===== config.mk =====
export PLATFORM = sky130hd
export DESIGN_NAME = option_link_fault_watchdog
export DESIGN_NICKNAME = d
export VERILOG_FILES = /design/src/rtl/link_fault_pkg.sv /design/src/rtl/option_link_fault_watchdog.sv /design/src/rtl/host_silence_timer.sv
export SDC_FILE = /design/constraint.sdc
export NUM_CORES = 1
export LEC_CHECK = 0
export BUFFER_PORTS_ARGS = -buffer_cell sky130_fd_sc_hd__buf_2
export CAP_MARGIN = 20
export CORE_ASPECT_RATIO = 1.2
export CORE_MARGIN = 3
export CORE_UTILIZATION = 60
export DETAILED_ROUTE_END_ITERATION = 8
export PLACE_DENSITY = 0.89
export SLEW_MARGIN = 20
export SYNTH_ARGS = -nofsm -noshare
export SYNTH_HDL_FRONTEND = slang
export SYNTH_SLANG_ARGS = --single-unit

===== constraint.sdc =====
create_clock -name clk -period 5.3 [get_ports clk]
set_clock_uncertainty 0.2 [all_clocks]
set_input_delay 0 -clock clk [delete_from_list [all_inputs] [get_ports clk]]
set_output_delay 0 -clock clk [all_outputs]
set_load 0.01 [all_outputs]

===== src/rtl/link_fault_pkg.sv =====
// package: constants and carrier types for the option link fault watchdog
package link_fault_pkg;

  // ==========================================
  // option error action codes
  localparam logic [1:0] OPT_ERR_TRIP = 2'h0;
  localparam logic [1:0] OPT_ERR_CONTINUE = 2'h1;

  // ==========================================
  // host timeout action codes
  localparam logic [2:0] TMO_TRIP = 3'h0;
  localparam logic [2:0] TMO_DECEL_TRIP = 3'h1;
  localparam logic [2:0] TMO_IGNORE = 3'h2;
  localparam logic [2:0] TMO_COAST = 3'h3;
  localparam logic [2:0] TMO_DECEL = 3'h4;

  // ==========================================
  // timing: period is set in units of 10 ms (0 to 9999 = 0.00 to 99.99 s)
  localparam int CLK_HZ = 25000000;
  localparam int TICK_MS = 10;
  localparam int TICK_CYCLES = CLK_HZ / 1000 * TICK_MS;
  localparam int TICK_W = 18;
  localparam logic [TICK_W-1:0] TICK_LAST = TICK_W'(TICK_CYCLES - 1);
  localparam int PERIOD_W = 14;
  localparam logic [PERIOD_W-1:0] PERIOD_MAX = 14'h270f;
  localparam logic [PERIOD_W-1:0] PERIOD_ZERO = 14'h0000;
  localparam logic [TICK_W-1:0] TICK_ZERO = 18'h00000;

  // ==========================================
  // settings carried from the drive configuration
  typedef struct packed {
    logic [1:0] option_error_action_sel;
    logic [PERIOD_W-1:0] host_comm_timeout_period;
    logic [2:0] host_timeout_action_sel;
  } settings_type;

  // commands issued to the drive sequencer
  typedef struct packed {
    logic trip;
    logic decel_stop;
    logic coast_stop;
  } reaction_type;

endpackage


===== src/rtl/option_link_fault_watchdog.sv =====
// module: option board link fault and host timeout reaction logic
// Functional notes
// - option error code 00 trips at once
// - option error code 01 keeps running
// - silence while running reaching timeout applies action
// - timeout codes trip, decel-trip, ignore, coast, decel
`timescale 1ns/10ps
`default_nettype none
module option_link_fault_watchdog
  import link_fault_pkg::*;
(
  input wire logic clk,
  input wire logic rstn,
  input wire settings_type settings,
  input wire logic running,
  input wire logic stopped,
  input wire logic option_link_error,
  input wire logic host_msg_valid,
  input wire logic fault_reset,
  output reaction_type reaction,
  output logic timeout_flag
);

  typedef enum logic [1:0] {
    IDLE,
    DECEL_TRIP,
    TRIPPED
  } phase_type;

  typedef struct packed {
    phase_type phase;
    reaction_type react;
    logic tmo;
  } wd_state_type;

  wd_state_type s_q;
  wd_state_type s_d;
  logic expired;

  // ==========================================
  // silence timer
  // the timer owns the silence count; this level only reacts to its expiry
  host_silence_timer u_timer (
    .clk(clk),
    .rstn(rstn),
    .running(running),
    .host_msg_valid(host_msg_valid),
    .period(settings.host_comm_timeout_period),
    .expired(expired)
  );

  // ==========================================
  // reaction sequencer
  // - the timeout flag is sticky; when expiry and fault reset meet, expiry wins
  // - an option error trip outranks a timeout in the same cycle
  // - decel-then-trip waits in a phase of its own until standstill is reported
  // - coast and plain decel requests are not latched: they stand only while
  //   the silence persists, so a host that comes back lifts them
  // - option errors are not looked at outside idle; a reaction already stands
  always_comb begin
    s_d = s_q;
    if (expired) begin
      s_d.tmo = 1'b1;
    end else if (fault_reset) begin
      s_d.tmo = 1'b0;
    end
    case (s_q.phase)
      IDLE: begin
        s_d.react = '0;
        if (option_link_error && settings.option_error_action_sel == OPT_ERR_TRIP) begin
          s_d.phase = TRIPPED;
          s_d.react.trip = 1'b1;
        end else if (expired) begin
          case (settings.host_timeout_action_sel)
            TMO_TRIP: begin
              s_d.phase = TRIPPED;
              s_d.react.trip = 1'b1;
            end
            TMO_DECEL_TRIP: begin
              s_d.phase = DECEL_TRIP;
              s_d.react.decel_stop = 1'b1;
            end
            TMO_COAST: s_d.react.coast_stop = 1'b1;
            TMO_DECEL: s_d.react.decel_stop = 1'b1;
            default: s_d.react = '0; // ignore, and unused codes
          endcase
        end
        // option error with continue: nothing changes
      end
      DECEL_TRIP: begin
        if (stopped) begin
          s_d.phase = TRIPPED;
          s_d.react.decel_stop = 1'b0;
          s_d.react.trip = 1'b1;
        end
      end
      TRIPPED: begin
        if (fault_reset) begin
          s_d.phase = IDLE;
          s_d.react = '0;
        end
      end
      default: s_d.phase = IDLE;
    endcase
  end

  // ==========================================
  // state register
  // one register for the whole state; reset clears every output
  always_ff @(posedge clk or negedge rstn) begin
    if (!rstn) begin
      s_q <= '0;
    end else begin
      s_q <= s_d;
    end
  end

  // outputs come straight from the state register
  assign reaction = s_q.react;
  assign timeout_flag = s_q.tmo;

  // ==========================================
  // checks: option error reaction and trip state
  a_opt_err_trip: assert property (@(posedge clk) disable iff (!rstn)
    (s_q.phase == IDLE && option_link_error && settings.option_error_action_sel == OPT_ERR_TRIP)
    |=> reaction.trip)
    else $error("option error did not trip");
  a_trip_holds: assert property (@(posedge clk) disable iff (!rstn)
    (s_q.phase == TRIPPED && !fault_reset)
    |=> reaction.trip)
    else $error("trip dropped before fault reset");
  a_trip_release: assert property (@(posedge clk) disable iff (!rstn)
    (s_q.phase == TRIPPED && fault_reset)
    |=> !reaction.trip)
    else $error("trip held after fault reset");
  a_opt_err_cont: assert property (@(posedge clk) disable iff (!rstn)
    (s_q.phase == IDLE && !expired && option_link_error
     && settings.option_error_action_sel == OPT_ERR_CONTINUE)
    |=> reaction == '0)
    else $error("continue setting changed operation");

  // ==========================================
  // checks: host timeout reaction per action code
  a_tmo_trip: assert property (@(posedge clk) disable iff (!rstn)
    (s_q.phase == IDLE && expired && !option_link_error
     && settings.host_timeout_action_sel == TMO_TRIP)
    |=> reaction.trip)
    else $error("timeout trip missing");
  a_tmo_decel_trip: assert property (@(posedge clk) disable iff (!rstn)
    (s_q.phase == IDLE && expired && !option_link_error
     && settings.host_timeout_action_sel == TMO_DECEL_TRIP)
    |=> reaction.decel_stop && !reaction.trip)
    else $error("decel before trip missing");
  a_decel_holds: assert property (@(posedge clk) disable iff (!rstn)
    (s_q.phase == DECEL_TRIP && !stopped)
    |=> reaction.decel_stop && !reaction.trip)
    else $error("decel dropped before standstill");
  a_decel_then_trip: assert property (@(posedge clk) disable iff (!rstn)
    (s_q.phase == DECEL_TRIP && stopped)
    |=> reaction.trip && !reaction.decel_stop)
    else $error("trip after decel missing");
  a_tmo_ignore: assert property (@(posedge clk) disable iff (!rstn)
    (s_q.phase == IDLE && expired && !option_link_error
     && settings.host_timeout_action_sel == TMO_IGNORE)
    |=> reaction == '0)
    else $error("ignored timeout reacted");
  a_tmo_coast: assert property (@(posedge clk) disable iff (!rstn)
    (s_q.phase == IDLE && expired && !option_link_error
     && settings.host_timeout_action_sel == TMO_COAST)
    |=> reaction.coast_stop && !reaction.trip)
    else $error("coast action wrong");
  a_tmo_decel: assert property (@(posedge clk) disable iff (!rstn)
    (s_q.phase == IDLE && expired && !option_link_error
     && settings.host_timeout_action_sel == TMO_DECEL)
    |=> reaction.decel_stop && !reaction.trip && !reaction.coast_stop)
    else $error("decel action wrong");
  a_unused_codes: assert property (@(posedge clk) disable iff (!rstn)
    (s_q.phase == IDLE && expired && !option_link_error
     && settings.host_timeout_action_sel > TMO_DECEL)
    |=> reaction == '0)
    else $error("unused timeout code reacted");
  a_stop_kinds: assert property (@(posedge clk) disable iff (!rstn)
    (reaction.trip || reaction.decel_stop) |-> !reaction.coast_stop)
    else $error("coast requested beside another reaction");

  // ==========================================
  // checks: silence timing and timeout flag
  a_tmo_flag_set: assert property (@(posedge clk) disable iff (!rstn)
    expired
    |=> timeout_flag)
    else $error("timeout flag not set");
  a_flag_sticky: assert property (@(posedge clk) disable iff (!rstn)
    (timeout_flag && !fault_reset)
    |=> timeout_flag)
    else $error("timeout flag dropped by itself");
  a_flag_clear: assert property (@(posedge clk) disable iff (!rstn)
    (!expired && fault_reset)
    |=> !timeout_flag)
    else $error("timeout flag not cleared");
  a_flag_needs_expiry: assert property (@(posedge clk) disable iff (!rstn)
    (!timeout_flag && !expired)
    |=> !timeout_flag)
    else $error("timeout flag set without expiry");
  a_quiet_idle: assert property (@(posedge clk) disable iff (!rstn)
    (s_q.phase == IDLE && !expired && !option_link_error)
    |=> reaction == '0)
    else $error("reaction without a cause");
  a_stop_no_expire: assert property (@(posedge clk) disable iff (!rstn)
    (!running)[*2]
    |=> !expired)
    else $error("expiry while stopped");
  a_reset_quiet: assert property (@(posedge clk) $rose(rstn) |-> reaction == '0 && !timeout_flag)
    else $error("outputs not clear after reset");

  // ==========================================
  // scenarios worth seeing
  c_opt_trip: cover property (@(posedge clk) disable iff (!rstn) option_link_error ##1 reaction.trip);
  c_decel_trip: cover property (@(posedge clk) disable iff (!rstn) s_q.phase == DECEL_TRIP ##[1:20] reaction.trip);
  c_expire: cover property (@(posedge clk) disable iff (!rstn) expired);
  c_reset: cover property (@(posedge clk) disable iff (!rstn) s_q.phase == TRIPPED ##1 s_q.phase == IDLE);
  c_coast: cover property (@(posedge clk) disable iff (!rstn) reaction.coast_stop);

endmodule
`default_nettype wire


===== src/rtl/host_silence_timer.sv =====
// module: timer of host silence while the drive runs
`timescale 1ns/10ps
`default_nettype none
module host_silence_timer
  import link_fault_pkg::*;
(
  input wire logic clk,
  input wire logic rstn,
  input wire logic running,
  input wire logic host_msg_valid,
  input wire logic [PERIOD_W-1:0] period,
  output logic expired
);

  typedef struct packed {
    logic [TICK_W-1:0] tick;
    logic [PERIOD_W-1:0] units;
    logic expired;
  } timer_state_type;

  timer_state_type s_q;
  timer_state_type s_d;

  // ==========================================
  // count 10 ms units of silence; restart on message, hold clear when stopped
  always_comb begin
    s_d = s_q;
    s_d.expired = 1'b0;
    if (!running || host_msg_valid) begin
      s_d.tick = TICK_ZERO;
      s_d.units = PERIOD_ZERO;
    end else if (s_q.units >= period) begin
      s_d.expired = 1'b1;
    end else if (s_q.tick == TICK_LAST) begin
      s_d.tick = TICK_ZERO;
      s_d.units = s_q.units + 14'h0001;
    end else begin
      s_d.tick = s_q.tick + 18'h00001;
    end
  end

  // ==========================================
  // state register
  always_ff @(posedge clk or negedge rstn) begin
    if (!rstn) begin
      s_q <= '0;
    end else begin
      s_q <= s_d;
    end
  end

  assign expired = s_q.expired;

  // ==========================================
  // checks
  a_stop_clears: assert property (@(posedge clk) disable iff (!rstn)
    !running |=> !expired) else $error("timer expired while stopped");
  a_msg_restarts: assert property (@(posedge clk) disable iff (!rstn)
    host_msg_valid |=> !expired) else $error("timer expired after message");
  a_expire_at_period: assert property (@(posedge clk) disable iff (!rstn)
    (running && !host_msg_valid && s_q.units >= period) |=> expired)
    else $error("silence reached the period without expiry");

endmodule
`default_nettype wire


Yosys cells after proc, flatten, opt, wreduce, memory -nomap -nowiden
Cells that the tools add are included.

Flip-flop bits (word level): 39. Input bits: 26. Output and inout bits: 4.

$add $sub $neg: 2. $lt $le $gt $ge: 1. Equality and inequality tests: 11. Mux-type cells: 20. Reduce and logical (&&, ||, !) cells: 15.

Operators by type and width (count): $mux 32 (2); $add 18x1->18 const B (1); $eq 18x18->1 const B (1); $mux 18 (1); $add 14x1->14 const B (1); $ge 14x14->1 (1); $mux 14 (1); $pmux 2 s3 (2); $mux 5 (2); $mux 1 (7); $reduce_bool 2->1 (3); $logic_not 2->1 (2); $mux 4 (1); $ne 2x2->1 const B (2); $ne 4x2->1 const B (1); $pmux 2 s2 (1); $reduce_and 2->1 (2); $reduce_and 4->1 (1); $eq 3x1->1 const B (1); $eq 3x2->1 const B (1); $eq 3x3->1 const B (1); $logic_not 3->1 (1); $mux 3 (1); $ne 3x2->1 const B (1); 11 further kinds (11).

Longest topological paths before layout
Gate-level depths: netlist of the first run.

Depth after elaboration: 6. Mapped depth: 10. Gate-level depth less buffers: 8.

Hierarchy
A second synthesis of the first run with hierarchy kept.

Cells, all modules: 295. Area total of the unflattened synthesis: 2601.2 µm².

By module, submodules not included: host_silence_timer (instances 1, cells each 252, area each 2148.3 µm², sequential area each 825.8 µm²); option_link_fault_watchdog (instances 1, cells each 43, area each 452.9 µm², sequential area each 150.1 µm²).

Least setup slack after synthesis of the first run
No wires, ideal clock.

Path kind: register to register. From: register u_timer.s_q[3] (netlist bit). To: register u_timer.s_q[31] (netlist bit). Setup time: 0.078 ns. Arrival time: 2.117 ns. Path slack: 2.905 ns. Stages on the path, launching flop included: 8. Period minus slack after synthesis: 2.395 ns. Cell sequence: dfrtp_1 ha_1 a21oi_2 o21ai_1 a221oi_4 o21ai_2 or4_1 a21oi_1.

Cells in the longest elaborated chain, start to end: 2.

RTL lines: start: declaration (RTL line host_silence_timer.sv:21) `timer_state_type s_q;`; start signal: assignment (RTL line host_silence_timer.sv:46) `s_q <= '0;`; start signal: assignment (RTL line host_silence_timer.sv:48) `s_q <= s_d;`; $ge 14x14->1 (RTL line host_silence_timer.sv:32) `end else if (s_q.units >= period) begin`; $ne 2x1->1 (no source line).

Every way passes these cells. A chain may end at the register's enable or synchronous reset.

Worst setup path in the final report of the first run
From: register u_timer.s_q[10] (netlist bit). To: register u_timer.s_q[14] (netlist bit).

Cells in the longest elaborated chain, start to end: 4.

RTL lines: $add 14x1->14 (RTL line host_silence_timer.sv:36) `s_d.units = s_q.units + 14'h0001;`; $mux 14 (RTL line host_silence_timer.sv:34) `end else if (s_q.tick == TICK_LAST) begin`; $mux 32 (RTL line host_silence_timer.sv:32); $mux 32 (RTL line host_silence_timer.sv:29) `if (!running || host_msg_valid) begin`.

Several ways; a longest one is shown, not always the timed one. The select of a mux whose other input is x is not followed.

==> out/results.ini, run 1 <==
[routing]
routedWlPerCell_um=15.9
drt-initial-drc-count=169
first_pass_iters=4
ant_nets=0
drc=0
vias_per_cell=6.24
drt-total-wl_um=6100
vias=2389

[synthesis]
synth_cell_types=50
synth_commonest_cells=dfrtp_1 (39), a21oi_1 (26), nand2_1 (25)
ys_top_cells_by_area=dfrtp_1 (37%), ha_1 (9.4%), a21oi_1 (4.9%)
async_flop_share_pct=100
synth_top_family_by_area=simple AND/OR/NAND/NOR gates
synth_simple_gate_area_share_pct=23.6
yosysMostFrequentCell=dfrtp_1
synth_nets=342
syn-instance-count=296
synth.cell_area_sq_um=2670
yosys.area_share.adder_pct=9.37
synth_compound_area_share_pct=22.2
synth_top_area_share_pct=36.6
synthXorXnorAreaFrac_pct=0.984
syn_area_per_cell_sq_um=9.02
synth-seq-area-share_pct=36.6
yosys_warnings=0
synth_ff_type=dfrtp_1
ys_ff_latch=39
synth_edf_count=0
synthMuxAreaShare_pct=1.59
yosysTopAreaCell=dfrtp_1

[global_route]
grt_max_degree=40
track_usage_pct=26.1
antenna_found_initial=0
overflow=0
grt_pass1_wl_um=10700
first_global_vias=2445

[pwr]
pwr-share-clk_pct=43.4
p_int_mw=0.525
power_mw=0.693
p_sw_share_pct=24.2
ir_drop_uv=282
power_switching_mw=0.168
cellPowerDensity_nw_per_um2=229
combinationalPowerShare_pct=12.2
power_frac_seq_pct=44.3
p_leak_nw=1.34

[min_path]
min_path_type=in2reg

[flow_run]
drv_cap=0

[final_layout]
final_layout_size_suffix_gt1_share_pct=16.4
diodes=0
n_fill_cell=304
fin_area_sq_um=3020
areaGrowthSynthToFinish_pct=13.2
nets=374

[clocking]
clock_path_buffers=2
cts_setup_buffers=0
cts_resized=0
root_buffer=clkbuf_8
cts_made_buffers=5
clk_pin_slew_worst_paths_ns=0.08
cts_max_level=2
ctsHoldBuffers=7
cts_tree=built
clkSinkCount=39
clk_latency_ns=0.30

[critical_path]
end_kind=register
cp_max_fo=25
worstSetupPathType=reg2reg
crit_arrival_ns=2.90
critPathLaunchType=register
cp.required_ns=5.33
r2r_setup_slack_ns=2.42

[sta]
period_needed_ns=2.88
setup_viol=0
fmax_mhz=348
rsz0062_at_grt=no
slew_violations=0
hold_slack_ns=0.0156
tns_ns=0
worst_pin_slew_ns=0.878
slew_headroom_pct=41.4
fin_crit_sh_pct=54.2
finalHoldViolCount=0

[floorplan]
die_area_sq_um=5290
die_h_um=79.1
fp-row-count=25
top_level_ports=30
core_sq_um=4100
die_w_um=66.9
initial_core_util_pct=65.2

[run_status]
status=complete, no violations

[place]
placed_area_sq_um=2820
hpwlAfterDp_um=4290
portBuffers=29
place.gp.congestion=0.901

[final timing paths]
check,from,to,cells past startpoint
max in group asynchronous,rstn,u_timer.s_q[24]$_DFFE_PN0P_,2
min in group asynchronous,rstn,reaction[0]$_DFFE_PN0P_,2
hold reg to reg,timeout_flag$_DFFE_PN0P_,timeout_flag$_DFFE_PN0P_,1
setup / recovery,u_timer.s_q[10]$_DFFE_PN0P_,u_timer.s_q[14]$_DFFE_PN0P_,7
hold / removal,running,u_timer.expired$_DFF_PN0_,4
setup reg to reg,u_timer.s_q[10]$_DFFE_PN0P_,u_timer.s_q[14]$_DFFE_PN0P_,7
[logic make-up (layout without fill, tap and decap cells)]
| family | after synthesis | count (layout) |
|---|---|---|
| compound gates | 85 | 85 |
| flops | 39 | 39 |
| fa+ha+maj | 20 | 20 |
| xor+xnor | 3 | 3 |
| simple gates | 112 | 112 |
| mux | 4 | 4 |
| buf+inv | 33 | 66 |
[sequential cells by signal, summed over array words and instances (netlist names)]
name / flops
u_timer.s_q: 32
reaction: 3
u_timer.expired: 1
s_q: 2
timeout_flag: 1
[cell usage in the layout (no fill, tap or decap), types with 4 or more instances in the layout]
cell type	netlist	final
or3_1	10	10
nand2_1	25	25
and3_1	7	7
o21ai_1	7	7
nand4_1	5	5
ha_1	20	20
inv_1	21	21
dlygate4sd3_1	0	7
o21ai_0	18	18
a21oi_1	26	26
o21a_1	7	7
a311oi_1	4	4
nand2b_1	6	6
dfrtp_1	39	39
or4_1	6	6
buf_2	3	29
nor3_1	5	5
nand3_1	11	11
nor2_1	17	17
clkbuf_8	0	5
nor2b_1	4	4
[power by group through the flow]
stage	registers (mW)	clock network, mW	logic (mW)
after CTS	0.307	0.305	0.0825
final	0.307	0.301	0.0846
after detailed placement	0.313	0	0.0791
after global routing	0.308	0.320	0.0960
after global placement	0.313	0	0.0743
after floorplan	0.312	0	0.0508
[layout make-up]
cell class	instances	area, sq um	area share [%]
flip-flops and latches	39	976	32.3
repair buffers	37	223	7.37
clock inverters	3	67.6	2.24
multi-input cells	224	1540	51.0
well taps	54	67.6	2.24
inverters	21	78.8	2.61
clock buffers	5	68.8	2.28
[critical path, stage by stage, from the launching register on]
cell and delay [ns]:
dfrtp_1 0.44, ha_1 0.33, a21oi_2 0.14, o21ai_1 0.12, a211oi_4 0.45, o21ai_2 0.36, or4_1 0.58, a21oi_1 0.18
[metrics by stage]
step | instances | setup slack [ns] | util (%)
after CTS | 383 | 2.42 | 73.7
after detailed placement | 368 | 2.44 | 68.7
final | 383 | 2.42 | 73.7
after global placement | 368 | 2.58 | 68.7
after floorplan | 296 | 2.91 | -
after global routing | 383 | 2.22 | 73.7
[metal layers]
| layer | track usage [%] | up-vias | part of all wire, % |
|---|---|---|---|
| li1 | - | 1139 | - |
| met1 | 30.9 | 1163 | 41 |
| met2 | 45.1 | 66 | 52 |
| met3 | 5.52 | 21 | 4.8 |
| met4 | 10.8 | 0 | 2.4 |
| met5 | 0 | - | 0 |
Power figures use the tool's default switching activity.
==> run 2, diff against run 1 <==
CORE_UTILIZATION = 59   (was 60)
PLACE_DENSITY = 0.88   (was 0.89)
clock period = 3 ns   (was 5.3 ns; I/O delays follow)
==> run 2 against run 1 <==
Worst setup slack got worse by 2.1 ns. Cell area up 0.12%. Fmax is 8.7% higher. First-iteration DRC count down 21%. Flip-flop and latch count did not move. Combinational power increased by 71%. Non-clock buffer count up 5. Sequential power rose by 77%. Utilization is 3.8 points lower. Worst hold slack gained 0.033 ns. Sequential share of layout area about the same.
==> out/results.ini, run 2 (synthesis gave the netlist of run 1 again) <==
[run_status]
status=complete, no violations

[routing]
vias_per_cell=5.95  ; -4.6%
drt-total-wl_um=5830  ; -4.4%
first_pass_iters=4  ; unchanged
drt-initial-drc-count=133  ; -21%
vias=2321  ; -2.8%
drc=0  ; unchanged
routedWlPerCell_um=14.9  ; -6.1%
ant_nets=0  ; unchanged

[clocking]
clk_latency_ns=0.29  ; about the same
cts_max_level=2  ; unchanged
cts_tree=built
root_buffer=clkbuf_8
clkSinkCount=39  ; unchanged
cts_resized=0  ; unchanged
cts_made_buffers=5  ; unchanged
clock_path_buffers=2  ; unchanged
cts_setup_buffers=0  ; unchanged
clk_pin_slew_worst_paths_ns=0.07  ; about the same

[global_route]
first_global_vias=2258  ; -7.6%
track_usage_pct=24.4  ; -1.7 points
grt_max_degree=40  ; unchanged
grt_pass1_wl_um=9970  ; -7.0%
overflow=0  ; unchanged
antenna_found_initial=0  ; unchanged

[floorplan]
fp-row-count=26  ; +4.0%
core_sq_um=4330  ; +5.6%
die_w_um=67.4  ; +0.77%
die_h_um=79.7  ; +0.78%
initial_core_util_pct=61.7  ; -3.4 points
die_area_sq_um=5370  ; +1.6%
top_level_ports=30  ; unchanged

[final_layout]
final_layout_size_suffix_gt1_share_pct=17.4  ; +0.95 points
fin_area_sq_um=3030  ; +0.12%
final_common_cell=dfrtp_1
instances_no_fill=390  ; +1.8%
diodes=0  ; unchanged
n_fill_cell=334  ; +9.9%
largest_reg_flops=32  ; unchanged
max_flop_register=u_timer.s_q
nets=379  ; +1.3%
areaGrowthSynthToFinish_pct=13.3
layout_common_cells=dfrtp_1 (39), buf_2 (29), a21oi_1 (26), nand2_1 (25), inv_1 (21)
fin_util_pct=69.9  ; -3.8 points

[critical_path]
worstSetupPathType=reg2reg
cp_slowest_cell=o21a_1
cp_top_family=compound AO/OA/AOI/OAI gates
crit_buf_inv=1  ; +1
critPathLaunchType=register
cp.required_ns=3.00  ; -2.33 ns
cp_max_fo=16  ; -36%
worstPathCellList=ha_1 > a21oi_2 > o21ai_1 > a211oi_4 > buf_4 > o21a_1 > a41oi_1 > a311oi_1
crit_start=u_timer.s_q[10]$_DFFE_PN0P_
worstReg2RegStart=u_timer.s_q[10]$_DFFE_PN0P_
end_kind=register
crit_arrival_ns=2.64  ; -0.26 ns
cpPeakStageDelay_ns=0.45  ; -0.13 ns

[sta]
rsz0062_at_grt=no
fmax_mhz=378  ; +8.7%
tns_ns=0  ; unchanged
hold_slack_ns=0.0490  ; +0.0333 ns
period_needed_ns=2.64  ; -0.231 ns
fin_crit_sh_pct=88.1  ; +34 points
slew_headroom_pct=43.3  ; +1.9 points
slew_violations=0  ; unchanged
setup_viol=0  ; unchanged
setup_ws_ns=0.356  ; -2.07 ns
finalHoldViolCount=0  ; unchanged
worst_pin_slew_ns=0.850  ; -0.0287 ns

[pwr]
cellPowerDensity_nw_per_um2=355  ; +55%
p_leak_nw=1.34  ; +0.48%
power_mw=1.07  ; +55%
ir_drop_uv=259  ; -8.3%

[place]
portBuffers=29  ; unchanged
place_ws_ns=0.360  ; -2.08 ns
hpwlAfterDp_um=4150  ; -3.3%
placed_area_sq_um=2860  ; +1.4%
dp_cells=375  ; +1.9%
place.gp.congestion=0.916  ; +1.7%

[flow_run]
drv_cap=0  ; unchanged

[min_path]
min_from=settings[2]
min_path_type=in2reg

## run 2: changes by cell type in the layout (fill, tap and decap cells not counted)
cell	delta
clkinvlp_4	-1
clkbuf_1	+1
buf_4	+5
bufinv_16	-2
clkbuf_8	+2
## run 2: routing by layer
layer,global-route usage [%],part of all wire [%],vias to the layer above
li1,-,-,1156
met1,30.3,43,1098
met2,39.5,51,53
met3,4.79,3.7,14
met4,12.6,2.6,0
met5,0,0,-
## run 2: final cells by class
class                      instances  area, sq um  share of cell area (%)
inverter                          21         78.8                    2.61
timing repair buffer              42          260                    8.60
clock buffer                       8          100                    3.31
sequential                        39          976                    32.3
multi-input combinational        224         1540                    50.9
tap                               56         70.1                    2.32
## run 2: worst paths after layout
check                                                   end  slack [ns]  depth (start not counted)
max in group asynchronous       u_timer.s_q[18]$_DFFE_PN0P_        1.91                          2
worst min-delay path                reaction[0]$_DFFE_PN0P_        0.05                          5
min in group asynchronous           reaction[0]$_DFFE_PN0P_        0.15                          2
worst min register to register     timeout_flag$_DFFE_PN0P_        0.28                          1
worst max register to register  u_timer.s_q[22]$_DFFE_PN0P_        0.36                          8
worst max-delay path            u_timer.s_q[22]$_DFFE_PN0P_        0.36                          8
## run 2: repair_timing
item,4_1_cts,5_1_grt
setup endpoints to repair,0,0
hold endpoints to repair,51,0
hold buffers,7,0
## run 2: where the power goes
group	internal, mW	switching [mW]	leakage, nW
Sequential	0.536	0.00860	0.542
Clock	0.210	0.176	0.0515
Combinational	0.0616	0.0832	0.751
## run 2: worst reg2reg max path, cell delays in order (launching register included)
cell      delay [ns]
dfrtp_1         0.42
ha_1            0.32
a21oi_2         0.13
o21ai_1         0.10
a211oi_4        0.28
buf_4           0.19
o21a_1          0.45
a41oi_1         0.19
a311oi_1        0.26
==> run 3, diff against run 2 <==
ABC_AREA = 1   (was not set)
CORE_UTILIZATION = 60   (was 59)
PLACE_DENSITY = 0.89   (was 0.88)
SLEW_MARGIN = not set   (was 20)
==> run 3 against run 2 <==
Die area rose by 9.1%. Clock-buffer cell count fell by 3. Critical path depth increased by 2. Cell area increased by 12%. Highest routed layer unchanged.
==> out/results.ini, run 3 <==
[sta]
worst_pin_slew_ns=0.900  ; +0.0502 ns
rsz0062_at_grt=no
fmax_mhz=365  ; -3.5%
fin_crit_sh_pct=91.3  ; +3.2 points
slew_violations=0  ; unchanged
finalHoldViolCount=0  ; unchanged
setup_ws_ns=0.261  ; -0.0949 ns
slew_headroom_pct=40.0  ; -3.3 points
tns_ns=0  ; unchanged
period_needed_ns=2.74  ; +0.0949 ns
setup_viol=0  ; unchanged

[critical_path]
r2r-end=reaction[1]$_DFFE_PN0P_
worstReg2RegStart=s_q[4]$_DFFE_PN0P_
cp.required_ns=3.04  ; +0.04 ns
r2r_setup_slack_ns=0.59  ; +0.23 ns
crit_arrival_ns=2.78  ; +0.14 ns
end_kind=register
r2r_cells=9  ; +1
critPathLaunchType=primary input
worstSetupPathType=in2reg
cp_max_fo=3  ; -13

[final_layout]
fin_util_pct=72.2  ; +2.2 points
layout_common_cells=nand2_1 (147), nor2_1 (58), inv_1 (55), dfrtp_1 (39), nand3_1 (34)
largest_reg_flops=32  ; unchanged
nets=530  ; +40%
final_layout_size_suffix_gt1_share_pct=11.3  ; -6.0 points
n_fill_cell=372  ; +11%
register_area_sq_um=976  ; unchanged
areaGrowthSynthToFinish_pct=13.5
diodes=0  ; unchanged
multiInputGateArea_sq_um=1690  ; +9.9%
max_flop_register=u_timer.s_q
final_common_cell=nand2_1

[place]
portBuffers=29  ; unchanged
place.gp.congestion=0.880  ; -3.9%
place_ws_ns=0.754  ; +0.394 ns
hpwlAfterDp_um=4790  ; +15%

[synthesis]
yosys_warnings=0  ; unchanged
syn-instance-count=446  ; +51%
synth_ff_type=dfrtp_1
yosysMostFrequentCell=nand2_1
synth-seq-area-share_pct=32.7  ; -3.8 points
yosysTopAreaCell=dfrtp_1
synth.cell_area_sq_um=2980  ; +12%
syn_area_per_cell_sq_um=6.69  ; -26%
ys_ff_latch=39  ; unchanged
synth_edf_count=0  ; unchanged
ys_top_cells_by_area=dfrtp_1 (33%), nand2_1 (18%), ha_1 (8.4%)
synth_commonest_cells=nand2_1 (147), nor2_1 (58), inv_1 (55)
synth_top_area_share_pct=32.7  ; -3.8 points
async_flop_share_pct=100  ; unchanged
synth_cell_types=32  ; -36%
synth_nets=492  ; +44%

[floorplan]
die_area_sq_um=5860  ; +9.1%
core_sq_um=4700  ; +8.5%
die_w_um=70.4  ; +4.4%
die_h_um=83.3  ; +4.5%
top_level_ports=30  ; unchanged
fp-row-count=27  ; +3.8%
initial_core_util_pct=63.5  ; +1.8 points

[flow_run]
drv_cap=0  ; unchanged

[routing]
first_pass_iters=5  ; +1
vias_per_cell=5.46  ; -8.2%
ant_nets=0  ; unchanged
drc=0  ; unchanged
vias=2965  ; +28%
drt-initial-drc-count=289  ; +120%
routedWlPerCell_um=12.9  ; -14%
drt-total-wl_um=7010  ; +20%

[global_route]
antenna_found_initial=0  ; unchanged
grt_max_degree=40  ; unchanged
overflow=0  ; unchanged
grt_pass1_wl_um=12000  ; +21%
track_usage_pct=24.8  ; +0.40 points
first_global_vias=2856  ; +26%

[clocking]
cts_max_level=2  ; unchanged
clkSinkCount=39  ; unchanged
cts_setup_buffers=0  ; unchanged
ctsHoldBuffers=11  ; +4
cts_made_buffers=5  ; unchanged
clk_latency_ns=0.30  ; about the same
clk_pin_slew_worst_paths_ns=0.09  ; +0.02 ns
root_buffer=clkbuf_8
clock_path_buffers=2  ; unchanged
cts_tree=built
cts_resized=0  ; unchanged

[pwr]
power_mw=1.42  ; +32%
p_leak_nw=1.72  ; +28%
ir_drop_uv=215  ; -17%
cellPowerDensity_nw_per_um2=418  ; +18%

[run_status]
status=complete, no violations

[min_path]
whs_path_depth=4  ; -1
min_from=stopped
min_to=reaction[2]$_DFFE_PN0P_
min_path_type=in2reg

-- run 3: per-layer routing --
metal / vias up / GRT usage (%) / share of wire, %
met2: 97 / 42.7 / 51
li1: 1468 / - / -
met3: 21 / 4.12 / 5.1
met1: 1379 / 30.2 / 41
met5: - / 0 / 0
met4: 0 / 10.3 / 2.4
-- run 3: cell type report --
type                    count  share of cell area (%)
flip-flops and latches     39                    28.8
inverters                  62                    6.87
clock inverters             3                    1.99
clock buffers               5                    2.03
well taps                  58                    2.14
repair buffers             43                    8.20
multi-input cells         333                    50.0
-- run 3: through the flow --
step                      hold WS (ns)  instance area, sq um  std cells
after detailed placement       -0.0194                  3140        524
after global routing             0.110                  3390        543
final                           0.0550                  3390        543
after global placement         -0.0358                  3140        524
after floorplan                 -0.496                  2980        446
after CTS                       0.0380                  3390        543
-- run 3: where the power goes --
group | leakage [nW] | internal (mW) | switching (mW)
Clock | 0.0644 | 0.332 | 0.208
Sequential | 0.538 | 0.554 | 0.0224
Combinational | 1.12 | 0.131 | 0.167
-- run 3: how the worst max path moves through the flow --
stage | start | to | slack [ns] | cells after the start
3_5_place_dp | u_timer.s_q[6]$_DFFE_PN0P_ | u_timer.s_q[24]$_DFFE_PN0P_ | 0.75 | 11
6_report | settings[1] | reaction[1]$_DFFE_PN0P_ | 0.26 | 10
4_1_cts | settings[1] | reaction[1]$_DFFE_PN0P_ | 0.41 | 10
2_1_floorplan | u_timer.s_q[6]$_DFFE_PN0P_ | u_timer.s_q[21]$_DFFE_PN0P_ | 1.07 | 12
5_1_grt | settings[1] | reaction[1]$_DFFE_PN0P_ | 0.16 | 10
3_3_place_gp | u_timer.s_q[6]$_DFFE_PN0P_ | u_timer.s_q[24]$_DFFE_PN0P_ | 0.85 | 9
-- run 3: critical path: stages --
cell,delay [ns]
dlygate4sd3_1,0.56
buf_2,0.13
inv_1,0.10
nand3_1,0.09
dlygate4sd3_1,0.57
nand2_1,0.07
dlygate4sd3_1,0.54
nand4_1,0.08
dlygate4sd3_1,0.58
nand2_1,0.07
-- run 3: kinds of logic after synthesis --
logic type	after synthesis	share of synthesized area (%)
buffers and inverters	74	10.6
XOR/XNOR	12	3.52
flip-flops	39	32.7
AO/OA/AOI/OAI	35	6.25
AND/OR/NAND/NOR	266	38.6
adder cells (fa/ha/maj)	20	8.39
